**src/logic/trig_readout_consts.svh**
```systemverilog
// Constants for the remote trigger and readout controller
`ifndef TRIG_READOUT_CONSTS_SVH
`define TRIG_READOUT_CONSTS_SVH
`define CLK_FREQ_HZ 10000000
`define PF_PULSE_US 2000
`define PF_TOL_US 100
`define PF_PULSE_CYC ((`PF_PULSE_US * (`CLK_FREQ_HZ / 1000000)))
`define FIFO_DEPTH 32
`define RDG_WIDTH 24
`define MEM_DEPTH 32
`define CMD_W 3
`define CMD_NONE 3'h0
`define CMD_MEASURE 3'h1
`define CMD_CONFIGURE 3'h2
`define CMD_READ 3'h3
`define CMD_INITIATE 3'h4
`define CMD_FETCH 3'h5
`define CMD_ABORT 3'h6
`endif

```
**src/logic/trig_readout_pkg.sv**
```systemverilog
// Types for the remote trigger and readout controller
package trig_readout_pkg;
   typedef enum logic [2:0]
   {
      ST_IDLE = 3'h0,
      ST_WAIT_TRIG = 3'h1,
      ST_MEASURE = 3'h2,
      ST_DELIVER = 3'h3,
      ST_FETCH = 3'h4
   } trig_state_t;

   typedef enum logic [1:0]
   {
      DEST_OUTBUF = 2'h0,
      DEST_MEMORY = 2'h1
   } dest_t;

   typedef struct packed
   {
      logic [3:0] func;
      logic [3:0] range;
      logic [3:0] resol;
   } meas_cfg_t;

   typedef struct packed
   {
      logic [23:0] value;
      logic limit_pass;
      logic limit_fail;
   } reading_t;
endpackage : trig_readout_pkg

```
**src/logic/remote_trigger_readout_ctrl.sv**
```systemverilog
// Remote trigger, readout routing and limit pass/fail pulse controller
// Functional notes
// Remote control comes over USB or an optional GPIB port, chosen by a setting.
// With USB off and GPIB chosen, pass/fail outputs replace USB on its contacts.
// Turning USB off enables the pass/fail outputs with no other step.
// Pass and fail are active low and belong to the next reading output.
// Each reading holds its pass or fail line low for about 2 ms, then releases.
// Pass goes on data-minus, fail on data-plus, bus power floats.
// A measure query configures, measures once and puts the result out.
// A configure command only applies settings; measuring waits for read/initiate.
// A read query moves the trigger system from idle to wait-for-trigger.
// After read, each triggered result goes straight to the output buffer.
// The host drains the output buffer; measuring stalls while it is full.
// Read-mode readings bypass and never enter the reading memory.
// Initiate measures on trigger and keeps results in the reading memory.
// A fetch query moves stored readings to the output buffer.
// Triggers are taken only in wait-for-trigger and ignored otherwise.
// Stored readings leave in first-in, first-out order.
`timescale 1ns/10ps
`include "trig_readout_consts.svh"
module remote_trigger_readout_ctrl #(
   parameter int RDG_W = `RDG_WIDTH,
   parameter int OUT_DEPTH = `FIFO_DEPTH,
   parameter int MEM_DEPTH = `MEM_DEPTH,
   parameter int PULSE_CYC = `PF_PULSE_CYC
)
(
   // Clock, reset, enable
   input wire logic i_clk,
   input wire logic i_rst_n,
   input wire logic i_ce,
   // Interface selection
   input wire logic i_gpib_sel,
   // Command port
   input wire logic i_cmd_valid,
   input wire logic [`CMD_W-1:0] i_cmd,
   input wire trig_readout_pkg::meas_cfg_t i_cmd_cfg,
   output logic o_cmd_ready,
   // Trigger source (external pin)
   input wire logic i_trigger,
   // Measurement engine
   output logic o_meas_start,
   output trig_readout_pkg::meas_cfg_t o_meas_cfg,
   input wire logic i_meas_done,
   input wire trig_readout_pkg::reading_t i_meas_rdg,
   // Output buffer toward remote interface
   output logic o_out_valid,
   output trig_readout_pkg::reading_t o_out_rdg,
   input wire logic i_out_ready,
   // Status
   output trig_readout_pkg::trig_state_t o_state,
   output logic [$clog2(MEM_DEPTH):0] o_mem_count,
   // Interface and USB contacts
   output logic o_usb_en,
   output logic o_dm_out,
   output logic o_dm_oe,
   output logic o_dp_out,
   output logic o_dp_oe,
   output logic o_vbus_oe
);
   localparam int RW = $bits(trig_readout_pkg::reading_t);
   localparam int MAW = $clog2(MEM_DEPTH);
   localparam int PCW = $clog2(PULSE_CYC + 1);

   initial
   begin
      if (RDG_W != 24)
         $error("RDG_W must match reading_t");
      if (MEM_DEPTH < 2 || (1 << MAW) != MEM_DEPTH)
         $error("MEM_DEPTH must be a power of two >= 2");
      if (PULSE_CYC < 1)
         $error("PULSE_CYC must be at least 1");
   end

   ////////////////////////////////////////////////////////////////////////
   // Pin synchronisers
   logic [1:0] trig_sync_reg;
   logic [1:0] gpib_sync_reg;
   logic trig_prev_reg;
   logic trig_edge;

   always_ff @(posedge i_clk or negedge i_rst_n)
   begin
      if (!i_rst_n)
      begin
         trig_sync_reg <= 2'h0;
         gpib_sync_reg <= 2'h0;
         trig_prev_reg <= 1'b0;
      end
      else if (i_ce)
      begin
         trig_sync_reg <= {trig_sync_reg[0], i_trigger};
         gpib_sync_reg <= {gpib_sync_reg[0], i_gpib_sel};
         trig_prev_reg <= trig_sync_reg[1];
      end
   end
   assign trig_edge = trig_sync_reg[1] && !trig_prev_reg;

   ////////////////////////////////////////////////////////////////////////
   // Command decode and trigger state machine
   trig_readout_pkg::trig_state_t state_reg;
   trig_readout_pkg::dest_t dest_reg;
   trig_readout_pkg::meas_cfg_t cfg_reg;
   logic one_shot_reg;
   logic cmd_take;
   logic fifo_in_ready;
   logic fifo_in_valid;
   trig_readout_pkg::reading_t fifo_in_data;
   trig_readout_pkg::reading_t rdg_reg;
   logic mem_full;
   logic mem_empty;

   assign o_cmd_ready = (state_reg == trig_readout_pkg::ST_IDLE)
      || (i_cmd == `CMD_ABORT);
   assign cmd_take = i_ce && i_cmd_valid && o_cmd_ready;

   always_ff @(posedge i_clk or negedge i_rst_n)
   begin
      if (!i_rst_n)
         cfg_reg <= '0;
      else if (cmd_take && (i_cmd == `CMD_MEASURE
         || i_cmd == `CMD_CONFIGURE))
         cfg_reg <= i_cmd_cfg;
   end
   assign o_meas_cfg = cfg_reg;

   always_ff @(posedge i_clk or negedge i_rst_n)
   begin
      if (!i_rst_n)
      begin
         state_reg <= trig_readout_pkg::ST_IDLE;
         dest_reg <= trig_readout_pkg::DEST_OUTBUF;
         one_shot_reg <= 1'b0;
         rdg_reg <= '0;
      end
      else if (i_ce)
      begin
         if (cmd_take && i_cmd == `CMD_ABORT)
            state_reg <= trig_readout_pkg::ST_IDLE;
         else
         begin
            unique case (state_reg)
               trig_readout_pkg::ST_IDLE:
               begin
                  if (cmd_take)
                  begin
                     unique case (i_cmd)
                        `CMD_MEASURE:
                        begin
                           state_reg <= trig_readout_pkg::ST_MEASURE;
                           dest_reg <= trig_readout_pkg::DEST_OUTBUF;
                           one_shot_reg <= 1'b1;
                        end
                        `CMD_READ:
                        begin
                           state_reg <= trig_readout_pkg::ST_WAIT_TRIG;
                           dest_reg <= trig_readout_pkg::DEST_OUTBUF;
                           one_shot_reg <= 1'b0;
                        end
                        `CMD_INITIATE:
                        begin
                           state_reg <= trig_readout_pkg::ST_WAIT_TRIG;
                           dest_reg <= trig_readout_pkg::DEST_MEMORY;
                           one_shot_reg <= 1'b0;
                        end
                        `CMD_FETCH:
                           state_reg <= trig_readout_pkg::ST_FETCH;
                        default:
                           state_reg <= trig_readout_pkg::ST_IDLE;
                     endcase
                  end
               end
               trig_readout_pkg::ST_WAIT_TRIG:
               begin
                  // Ignore trigger edges while the destination cannot take a reading
                  if (trig_edge && (dest_reg == trig_readout_pkg::DEST_OUTBUF
                     ? fifo_in_ready : !mem_full))
                     state_reg <= trig_readout_pkg::ST_MEASURE;
               end
               trig_readout_pkg::ST_MEASURE:
               begin
                  if (i_meas_done)
                  begin
                     rdg_reg <= i_meas_rdg;
                     state_reg <= trig_readout_pkg::ST_DELIVER;
                  end
               end
               trig_readout_pkg::ST_DELIVER:
               begin
                  if (dest_reg == trig_readout_pkg::DEST_MEMORY)
                     state_reg <= trig_readout_pkg::ST_WAIT_TRIG;
                  else if (fifo_in_ready)
                     state_reg <= one_shot_reg ? trig_readout_pkg::ST_IDLE
                        : trig_readout_pkg::ST_WAIT_TRIG;
               end
               trig_readout_pkg::ST_FETCH:
               begin
                  if (mem_empty)
                     state_reg <= trig_readout_pkg::ST_IDLE;
               end
               default:
                  state_reg <= trig_readout_pkg::ST_IDLE;
            endcase
         end
      end
   end
   assign o_state = state_reg;

   // One-cycle start pulse on entry to measuring
   logic meas_active_reg;
   always_ff @(posedge i_clk or negedge i_rst_n)
   begin
      if (!i_rst_n)
         meas_active_reg <= 1'b0;
      else if (i_ce)
         meas_active_reg <= (state_reg == trig_readout_pkg::ST_MEASURE);
   end
   assign o_meas_start = i_ce && !meas_active_reg
      && (state_reg == trig_readout_pkg::ST_MEASURE);

   ////////////////////////////////////////////////////////////////////////
   // Reading memory, first in first out
   trig_readout_pkg::reading_t mem_reg [MEM_DEPTH];
   logic [MAW-1:0] mem_wr_reg;
   logic [MAW-1:0] mem_rd_reg;
   logic [MAW:0] mem_cnt_reg;
   logic mem_push;
   logic mem_pop;

   assign mem_full = (mem_cnt_reg == (MAW+1)'(MEM_DEPTH));
   assign mem_empty = (mem_cnt_reg == '0);
   assign mem_push = i_ce && state_reg == trig_readout_pkg::ST_DELIVER
      && dest_reg == trig_readout_pkg::DEST_MEMORY && !mem_full;
   assign mem_pop = i_ce && state_reg == trig_readout_pkg::ST_FETCH
      && !mem_empty && fifo_in_ready;
   assign o_mem_count = mem_cnt_reg;

   always_ff @(posedge i_clk)
   begin
      if (mem_push)
         mem_reg[mem_wr_reg] <= rdg_reg;
   end

   always_ff @(posedge i_clk or negedge i_rst_n)
   begin
      if (!i_rst_n)
      begin
         mem_wr_reg <= '0;
         mem_rd_reg <= '0;
         mem_cnt_reg <= '0;
      end
      else
      begin
         if (mem_push)
            mem_wr_reg <= mem_wr_reg + 1'b1;
         if (mem_pop)
            mem_rd_reg <= mem_rd_reg + 1'b1;
         if (mem_push && !mem_pop)
            mem_cnt_reg <= mem_cnt_reg + 1'b1;
         else if (mem_pop && !mem_push)
            mem_cnt_reg <= mem_cnt_reg - 1'b1;
      end
   end

   ////////////////////////////////////////////////////////////////////////
   // Output buffer
   logic direct_push;
   assign direct_push = state_reg == trig_readout_pkg::ST_DELIVER
      && dest_reg == trig_readout_pkg::DEST_OUTBUF;
   assign fifo_in_valid = direct_push || mem_pop;
   assign fifo_in_data = mem_pop ? mem_reg[mem_rd_reg] : rdg_reg;

   logic [RW-1:0] fifo_out_bits;
   logic fifo_empty;
   sync_fifo #(
      .WIDTH(RW),
      .DEPTH(OUT_DEPTH)
   ) u_out_fifo (
      .i_clk(i_clk),
      .i_rst_n(i_rst_n),
      .i_ce(i_ce),
      .i_in_valid(fifo_in_valid),
      .i_in_data(fifo_in_data),
      .o_in_ready(fifo_in_ready),
      .o_out_valid(o_out_valid),
      .o_out_data(fifo_out_bits),
      .i_out_ready(i_out_ready),
      .o_full(),
      .o_empty(fifo_empty)
   );
   assign o_out_rdg = fifo_out_bits;

   ////////////////////////////////////////////////////////////////////////
   // Limit pass/fail pulses on USB contacts
   logic pf_en;
   logic [PCW-1:0] pf_cnt_reg;
   logic pass_n_reg;
   logic fail_n_reg;
   logic out_pop;

   assign pf_en = gpib_sync_reg[1];
   assign o_usb_en = !pf_en;
   assign out_pop = i_ce && o_out_valid && i_out_ready;

   // Next reading at the buffer head names the line; pulse on its output
   always_ff @(posedge i_clk or negedge i_rst_n)
   begin
      if (!i_rst_n)
      begin
         pf_cnt_reg <= '0;
         pass_n_reg <= 1'b1;
         fail_n_reg <= 1'b1;
      end
      else if (i_ce)
      begin
         if (out_pop && pf_en)
         begin
            pf_cnt_reg <= PCW'(PULSE_CYC);
            pass_n_reg <= !o_out_rdg.limit_pass;
            fail_n_reg <= !o_out_rdg.limit_fail;
         end
         else if (pf_cnt_reg > PCW'(1))
            pf_cnt_reg <= pf_cnt_reg - 1'b1;
         else
         begin
            pf_cnt_reg <= '0;
            pass_n_reg <= 1'b1;
            fail_n_reg <= 1'b1;
         end
      end
   end

   assign o_dm_out = pass_n_reg;
   assign o_dp_out = fail_n_reg;
   assign o_dm_oe = pf_en;
   assign o_dp_oe = pf_en;
   assign o_vbus_oe = 1'b0;
endmodule : remote_trigger_readout_ctrl

```
**src/logic/sync_fifo.sv**
```systemverilog
// Synchronous FIFO with valid/ready on both sides
`timescale 1ns/10ps
module sync_fifo #(
   parameter int WIDTH = 26,
   parameter int DEPTH = 32
)
(
   // Clock and reset
   input wire logic i_clk,
   input wire logic i_rst_n,
   input wire logic i_ce,
   // Fill side
   input wire logic i_in_valid,
   input wire logic [WIDTH-1:0] i_in_data,
   output logic o_in_ready,
   // Drain side
   output logic o_out_valid,
   output logic [WIDTH-1:0] o_out_data,
   input wire logic i_out_ready,
   // Status
   output logic o_full,
   output logic o_empty
);
   localparam int AW = $clog2(DEPTH);
   logic [WIDTH-1:0] mem_reg [DEPTH];
   logic [AW-1:0] wr_ptr_reg;
   logic [AW-1:0] rd_ptr_reg;
   logic [AW:0] count_reg;
   logic push;
   logic pop;

   initial
   begin
      if (DEPTH < 2 || (1 << AW) != DEPTH)
         $error("sync_fifo: DEPTH must be a power of two >= 2");
   end

   assign o_full = (count_reg == (AW+1)'(DEPTH));
   assign o_empty = (count_reg == '0);
   assign o_in_ready = !o_full;
   assign o_out_valid = !o_empty;
   assign o_out_data = mem_reg[rd_ptr_reg];
   assign push = i_ce && i_in_valid && o_in_ready;
   assign pop = i_ce && i_out_ready && o_out_valid;

   always_ff @(posedge i_clk)
   begin
      if (push)
         mem_reg[wr_ptr_reg] <= i_in_data;
   end

   always_ff @(posedge i_clk or negedge i_rst_n)
   begin
      if (!i_rst_n)
      begin
         wr_ptr_reg <= '0;
         rd_ptr_reg <= '0;
         count_reg <= '0;
      end
      else
      begin
         if (push)
            wr_ptr_reg <= wr_ptr_reg + 1'b1;
         if (pop)
            rd_ptr_reg <= rd_ptr_reg + 1'b1;
         if (push && !pop)
            count_reg <= count_reg + 1'b1;
         else if (pop && !push)
            count_reg <= count_reg - 1'b1;
      end
   end
endmodule : sync_fifo

```
**config.mk**
```make
export PLATFORM = sky130hd
export DESIGN_NAME = remote_trigger_readout_ctrl
export DESIGN_NICKNAME = d
export VERILOG_FILES = /design/src/logic/trig_readout_pkg.sv /design/src/logic/remote_trigger_readout_ctrl.sv /design/src/logic/sync_fifo.sv
export VERILOG_INCLUDE_DIRS = /design/src /design/src/logic
export SDC_FILE = /design/constraint.sdc
export NUM_CORES = 2
export LEC_CHECK = 0
export BUFFER_PORTS_ARGS = -buffer_cell sky130_fd_sc_hd__buf_2
export CORE_MARGIN = 3
export CORE_UTILIZATION = 50
export DETAILED_ROUTE_END_ITERATION = 8
export PLACE_DENSITY = 0.62
export SLEW_MARGIN = 10
export SYNTH_ARGS = -nofsm -noshare
export SYNTH_HDL_FRONTEND = slang
export SYNTH_HIERARCHICAL = 1
export SYNTH_SLANG_ARGS = --single-unit
export TNS_END_PERCENT = 100
```
**constraint.sdc**
```tcl
create_clock -name i_clk -period 6.5 [get_ports i_clk]
set_input_delay 0.65 -clock i_clk [delete_from_list [all_inputs] [get_ports i_clk]]
set_output_delay 0.65 -clock i_clk [all_outputs]
set_load 0.005 [all_outputs]
```
==> Word-level counts from Yosys, hierarchy flattened <==
Memory sizes are Yosys's and may differ from the RTL's.
Index checks and enable logic that the tools add are counted.
{ "word_totals": {"wordCells": 138, "output_inout_bits": 56, "regBits": 99, "ramBits": 1664, "n_memories": 2, "input_bits": 49} }
{ "mem_list": {"columns": ["name", "depth", "word_bits", "rd", "rd_clocked_by_memory_dff", "wr", "line_no", "text"], "rows": [
  ["mem_reg", 32, 26, 1, 0, 1, "remote_trigger_readout_ctrl.sv:223", "trig_readout_pkg::reading_t mem_reg [MEM_DEPTH];"],
  ["u_out_fifo.mem_reg", 32, 26, 1, 0, 1, "sync_fifo.sv:25", "logic [WIDTH-1:0] mem_reg [DEPTH];"]
]} }
{ "classes": {"eq_ne": 19, "magnitude_cmp": 1, "muxes": 27, "n_reduce_logical": 57, "n_addsub": 9, "bitwise": 1} }
{ "ops": {"columns": ["op", "count"], "rows": [
  ["2-to-1 mux 15 bit", 2],
  ["logical AND 1 bit", 26],
  ["2-to-1 mux 26 bit", 1],
  ["2-to-1 mux 6 bit", 4],
  ["2-to-1 mux 3 bit", 7],
  ["adder 5 x 1 -> 5 bit (second input constant)", 4],
  ["greater-than comparator 15 x 1 -> 1 bit (second input constant)", 1],
  ["one-hot mux 3 bit (5 select lines)", 1],
  ["subtractor 15 x 1 -> 15 bit (second input constant)", 1],
  ["logical NOT 1 bit", 13],
  ["adder 6 x 1 -> 6 bit (second input constant)", 2],
  ["equality test 3 x 2 -> 1 bit (second input constant)", 4],
  ["equality test 3 bit (second input constant)", 4],
  ["equality test 6 bit (second input constant)", 2],
  ["logical NOT 6 bit", 2],
  ["subtractor 6 x 1 -> 6 bit (second input constant)", 2],
  ["AND reduction 5 bit", 2],
  ["2-to-1 mux 1 bit", 9],
  ["inequality test 3 bit (second input constant)", 3],
  ["one-hot mux 3 bit (3 select lines)", 1],
  ["nonzero test 2 bit", 4],
  ["equality test 3 x 1 -> 1 bit (second input constant)", 2],
  ["AND reduction 6 bit", 1],
  ["inequality test 4 bit (second input constant)", 1],
  ["12 further kinds", 15]
]} }

==> Logic depth before layout (Yosys ltp) <==
{ "logic_depth": {"ltp_word": 11, "ltp_mapped": 16, "mapped_depth_nobuf": 13} }

==> Hierarchy <==
Netlist, hierarchy kept.
{ "by_module_without_submodules": {"columns": ["module", "area_each_um2", "instances", "cells_each", "seq_area_each_um2"], "rows": [
  ["remote_trigger_readout_ctrl", 35681.7, 1, 1755, 27038.4],
  ["sync_fifo", 32705.1, 1, 1505, 25384.3]
]} }

==> Worst setup path after synthesis <==
OpenSTA, ideal clock, no wires.
{ "synth_timing": {"path_kind": "register -> register", "startpoint": "reg u_out_fifo.count_reg[0]", "endpoint": "reg u_out_fifo.count_reg[5]", "path_buffers": 3, "required_ps": 6374, "setup_slack_ps": 2698, "setup_time_ps": 126, "path_stages_with_launch": 17, "arrival_ps": 3676, "synth_period_minus_slack_ps": 3802, "cell_sequence": "dfrtp_1 or4_4 nor2_1 nand2_1 nand4_1 clkbuf_1 buf_1 o31ai_1 o311a_1 buf_4 ha_1 inv_1 ha_1 or4_1 o211ai_1 nor3b_1 xnor2_1"} }
{ "synth_between": {"elab_chain_cells": 9, "word_cells_on_any_way": 18, "cone_classes": "2 x add/sub; 1 x eq/ne; 2 x mux; 13 x reduce/logical"} }
{ "synth_rtl": {"columns": ["element", "line_no", "text"], "rows": [
  ["start, declared", "sync_fifo.sv:28", "logic [AW:0] count_reg;"],
  ["start signal, assigned", "sync_fifo.sv:67", "count_reg <= count_reg + 1'b1;"],
  ["start signal, assigned", "sync_fifo.sv:69", "count_reg <= count_reg - 1'b1;"],
  ["equality test 6 bit (*)", "sync_fifo.sv:38", "assign o_full = (count_reg == (AW+1)'(DEPTH));"],
  ["logical NOT 1 bit (*)", "sync_fifo.sv:40", "assign o_in_ready = !o_full;"],
  ["named net fifo_in_ready", "remote_trigger_readout_ctrl.sv:106", "logic fifo_in_ready;"],
  ["logical AND 1 bit (*)", "remote_trigger_readout_ctrl.sv:235", "&& !mem_empty && fifo_in_ready;"],
  ["logical OR 1 bit (*)", "remote_trigger_readout_ctrl.sv:270", "assign fifo_in_valid = direct_push || mem_pop;"],
  ["named net fifo_in_valid", "remote_trigger_readout_ctrl.sv:107", "logic fifo_in_valid;"],
  ["logical AND 1 bit (*) (2 in a row)", "sync_fifo.sv:43", "assign push = i_ce && i_in_valid && o_in_ready;"],
  ["named net u_out_fifo.push", "sync_fifo.sv:29", "logic push;"],
  ["logical NOT 1 bit", "sync_fifo.sv:68", "else if (pop && !push)"],
  ["logical AND 1 bit", "sync_fifo.sv:68", null],
  ["nonzero test 2 bit (no source line)", null, null]
]} }
Mark *: on every way through the listed nets, which the timed path passes. The rest lies on a longest branch. The select of a mux whose other input is x is not followed.
A chain may end at the register's enable or synchronous reset.

==> impl_metrics.ini <==
[run_status]
status = completed

[placement]
dpl_cell_area_sq_mm = 0.0717
numPortBuffers = 103
placedCellCount = 5050
gp_congestion = 0.831
dpl.hpwl_um = 94500
pre_cts_slack_ns = 2.30

[clocking]
cts_tree = done
path_clk_slew_ns = 0.06
cts-htree-levels = 4
cts_buffers = 179
clock_path_buffers = 3
clk_latency_ns = 0.81
clock_sinks = 1762
cts_resized = 0
root_buffer = clkbuf_16

[logic_synthesis]
yosysWarnings = 6
syn_nets = 3331
syn_area_per_cell_sq_um = 21.0
syn_inst = 3258
syn_area_sq_mm = 0.0684

[timing]
report.final.hold_viol_count = 0
min_period_over_period_pct = 76.1
rsz0062_at_grt = false
slew_headroom_pct = 19.1
setup_tns_ns = 0
hold_slack_ns = 0.0851
period_needed_ns = 4.95
clock.fmax_mhz = 202
slew_violations = 0
finalSetupViolations = 0
tightest_slew_ns = 1.21
setup_ws_ns = 1.55
skew_ns = 0.0373

[power]
clock_power_share_pct = 30.3
ir_drop_mv = 0.363
seqPwrFrac_pct = 46.5
p_switching_mw = 9.93
switching_share_pct = 30.1
power_frac_comb_pct = 23.2
internal_power_mw = 23.1
power_density_mw_per_mm2 = 426
leakage_nw = 24.5

[drt]
via_count = 33700
drt_wl_total_um = 164000
drtPass1Iterations = 5
viasPerCell = 6.27
antenna_left = 0
drt_drc_violations_left = 0
first_iter_violations = 3579
wl_per_cell_um = 30.6

[finish]
stdcell_count = 5377
seq_area_sq_mm = 0.0524
finalInstanceArea_sq_mm = 0.0774
area_delta_synth_final_pct = 13.2
n_fill_cell = 9860
multi_input_area_sq_mm = 0.0155
nNetsFinal = 3524
drive_above_1_share_pct = 27.9

[floorplanning]
ioPinCount = 105
rows = 135
die_x_um = 376
die_h_um = 376
core_sq_mm = 0.136
fp.dieArea_sq_mm = 0.141
start_util_pct = 50.4

[worst_setup_path]
arrival_ns = 4.30
cp_slowest_cell = dfrtp_4
r2r_end = u_out_fifo/mem_reg[6][9]
crit_required_ns = 5.85
reg2reg_from = mem_rd_reg[2]
cpLargestDelayFamily = buffers and inverters
critPathMaxFanout = 68
r2r_slack_ns = 2.56
crit_type = reg2out
crit_start = u_out_fifo/rd_ptr_reg[2]
crit_cells = 6
endpoint = o_out_rdg[24]
setup.worst_path.end_class = output port
crit_chain = buf_4, mux4_2, a22o_1, a211oi_1, a311oi_1, buf_2
crit_buf_inv = 2
slowest_delay_ns = 0.91
start_kind = flop
worstRegToRegCells = 6

[global_route]
grt_pass1_wl_um = 241000
grt_pass1_vias = 34900
grt_max_degree = 81
antenna_found_initial = 3
grt_usage_pct = 23.5
grt-ovfl-total = 0

[min_path]
hold_path_startpoint = i_cmd_cfg[4]
hold_path.class = in2reg

[flow_run]
cap_violations = 0
per-stage QoR:
step	utilization, %	total power [mW]
6_report	57.1	33.0
3_5_place_dp	52.8	23.3
4_1_cts	57.1	33.3
2_1_floorplan	-	20.0
3_3_place_gp	52.8	23.1
5_1_grt	57.1	34.2
worst min path at each step:
stage | depth (start not counted) | endpoint
finish | 2 | o_meas_cfg[4]
global route | 2 | o_meas_cfg[9]
global placement | 2 | gpib_sync_reg[1]
CTS | 2 | o_meas_cfg[8]
detailed placement | 2 | gpib_sync_reg[1]
floorplan | 0 | dest_reg[0]
power by group through the flow:
stage	registers, mW	logic, mW	clock network (mW)
after floorplan	15.2	4.81	0
after global placement	15.5	7.55	0
after detailed placement	15.6	7.74	0
after CTS	15.3	7.75	10.2
after global routing	15.4	8.15	10.6
final	15.3	7.67	9.98
final cells by class:
cell class              instances  share of cell area, %
inverters                      24                  0.116
clock buffers                 221                   6.08
multi-input cells            1283                   20.1
well taps                    1781                   2.88
clock inverters               104                   1.31
diodes                          1                0.00323
flip-flops and latches       1762                   67.8
repair buffers                201                   1.75
routing by layer:
metal / routed length [um] / GRT usage, %
met1: 65500 / 32.1
met2: 83000 / 39.3
met3: 11600 / 4.20
met4: 4300 / 6.78
met5: 0 / 0
cell usage in the layout, fill, tap and decap left out, drive strengths merged, types with 4 or more instances in the layout:
cell,count
nand2b,4
ha,22
nand3b,11
a211oi,9
dfrtp,96
clkinvlp,9
buf,200
or4,6
a22oi,69
o221ai,32
a2111oi,25
nor2,96
clkinv,73
inv,30
mux2i,160
xnor2,25
nand3,19
xor2,6
nor4,4
mux4,353
bufinv,16
nor2b,8
or3,5
nand2,68
o22ai,31
a21oi,109
o21ai,52
nor3,16
nand4,8
clkbuf,221
mux2,45
nor3b,6
or2,5
a22o,39
edfxtp,1664
a221oi,16
timing repair:
action	CTS	global route
hold buffers	1	0
setup buffers	0	0
endpoints found under the setup margin	0	0
hold endpoints to repair	42	0
(Power assumes the default switching activity.)
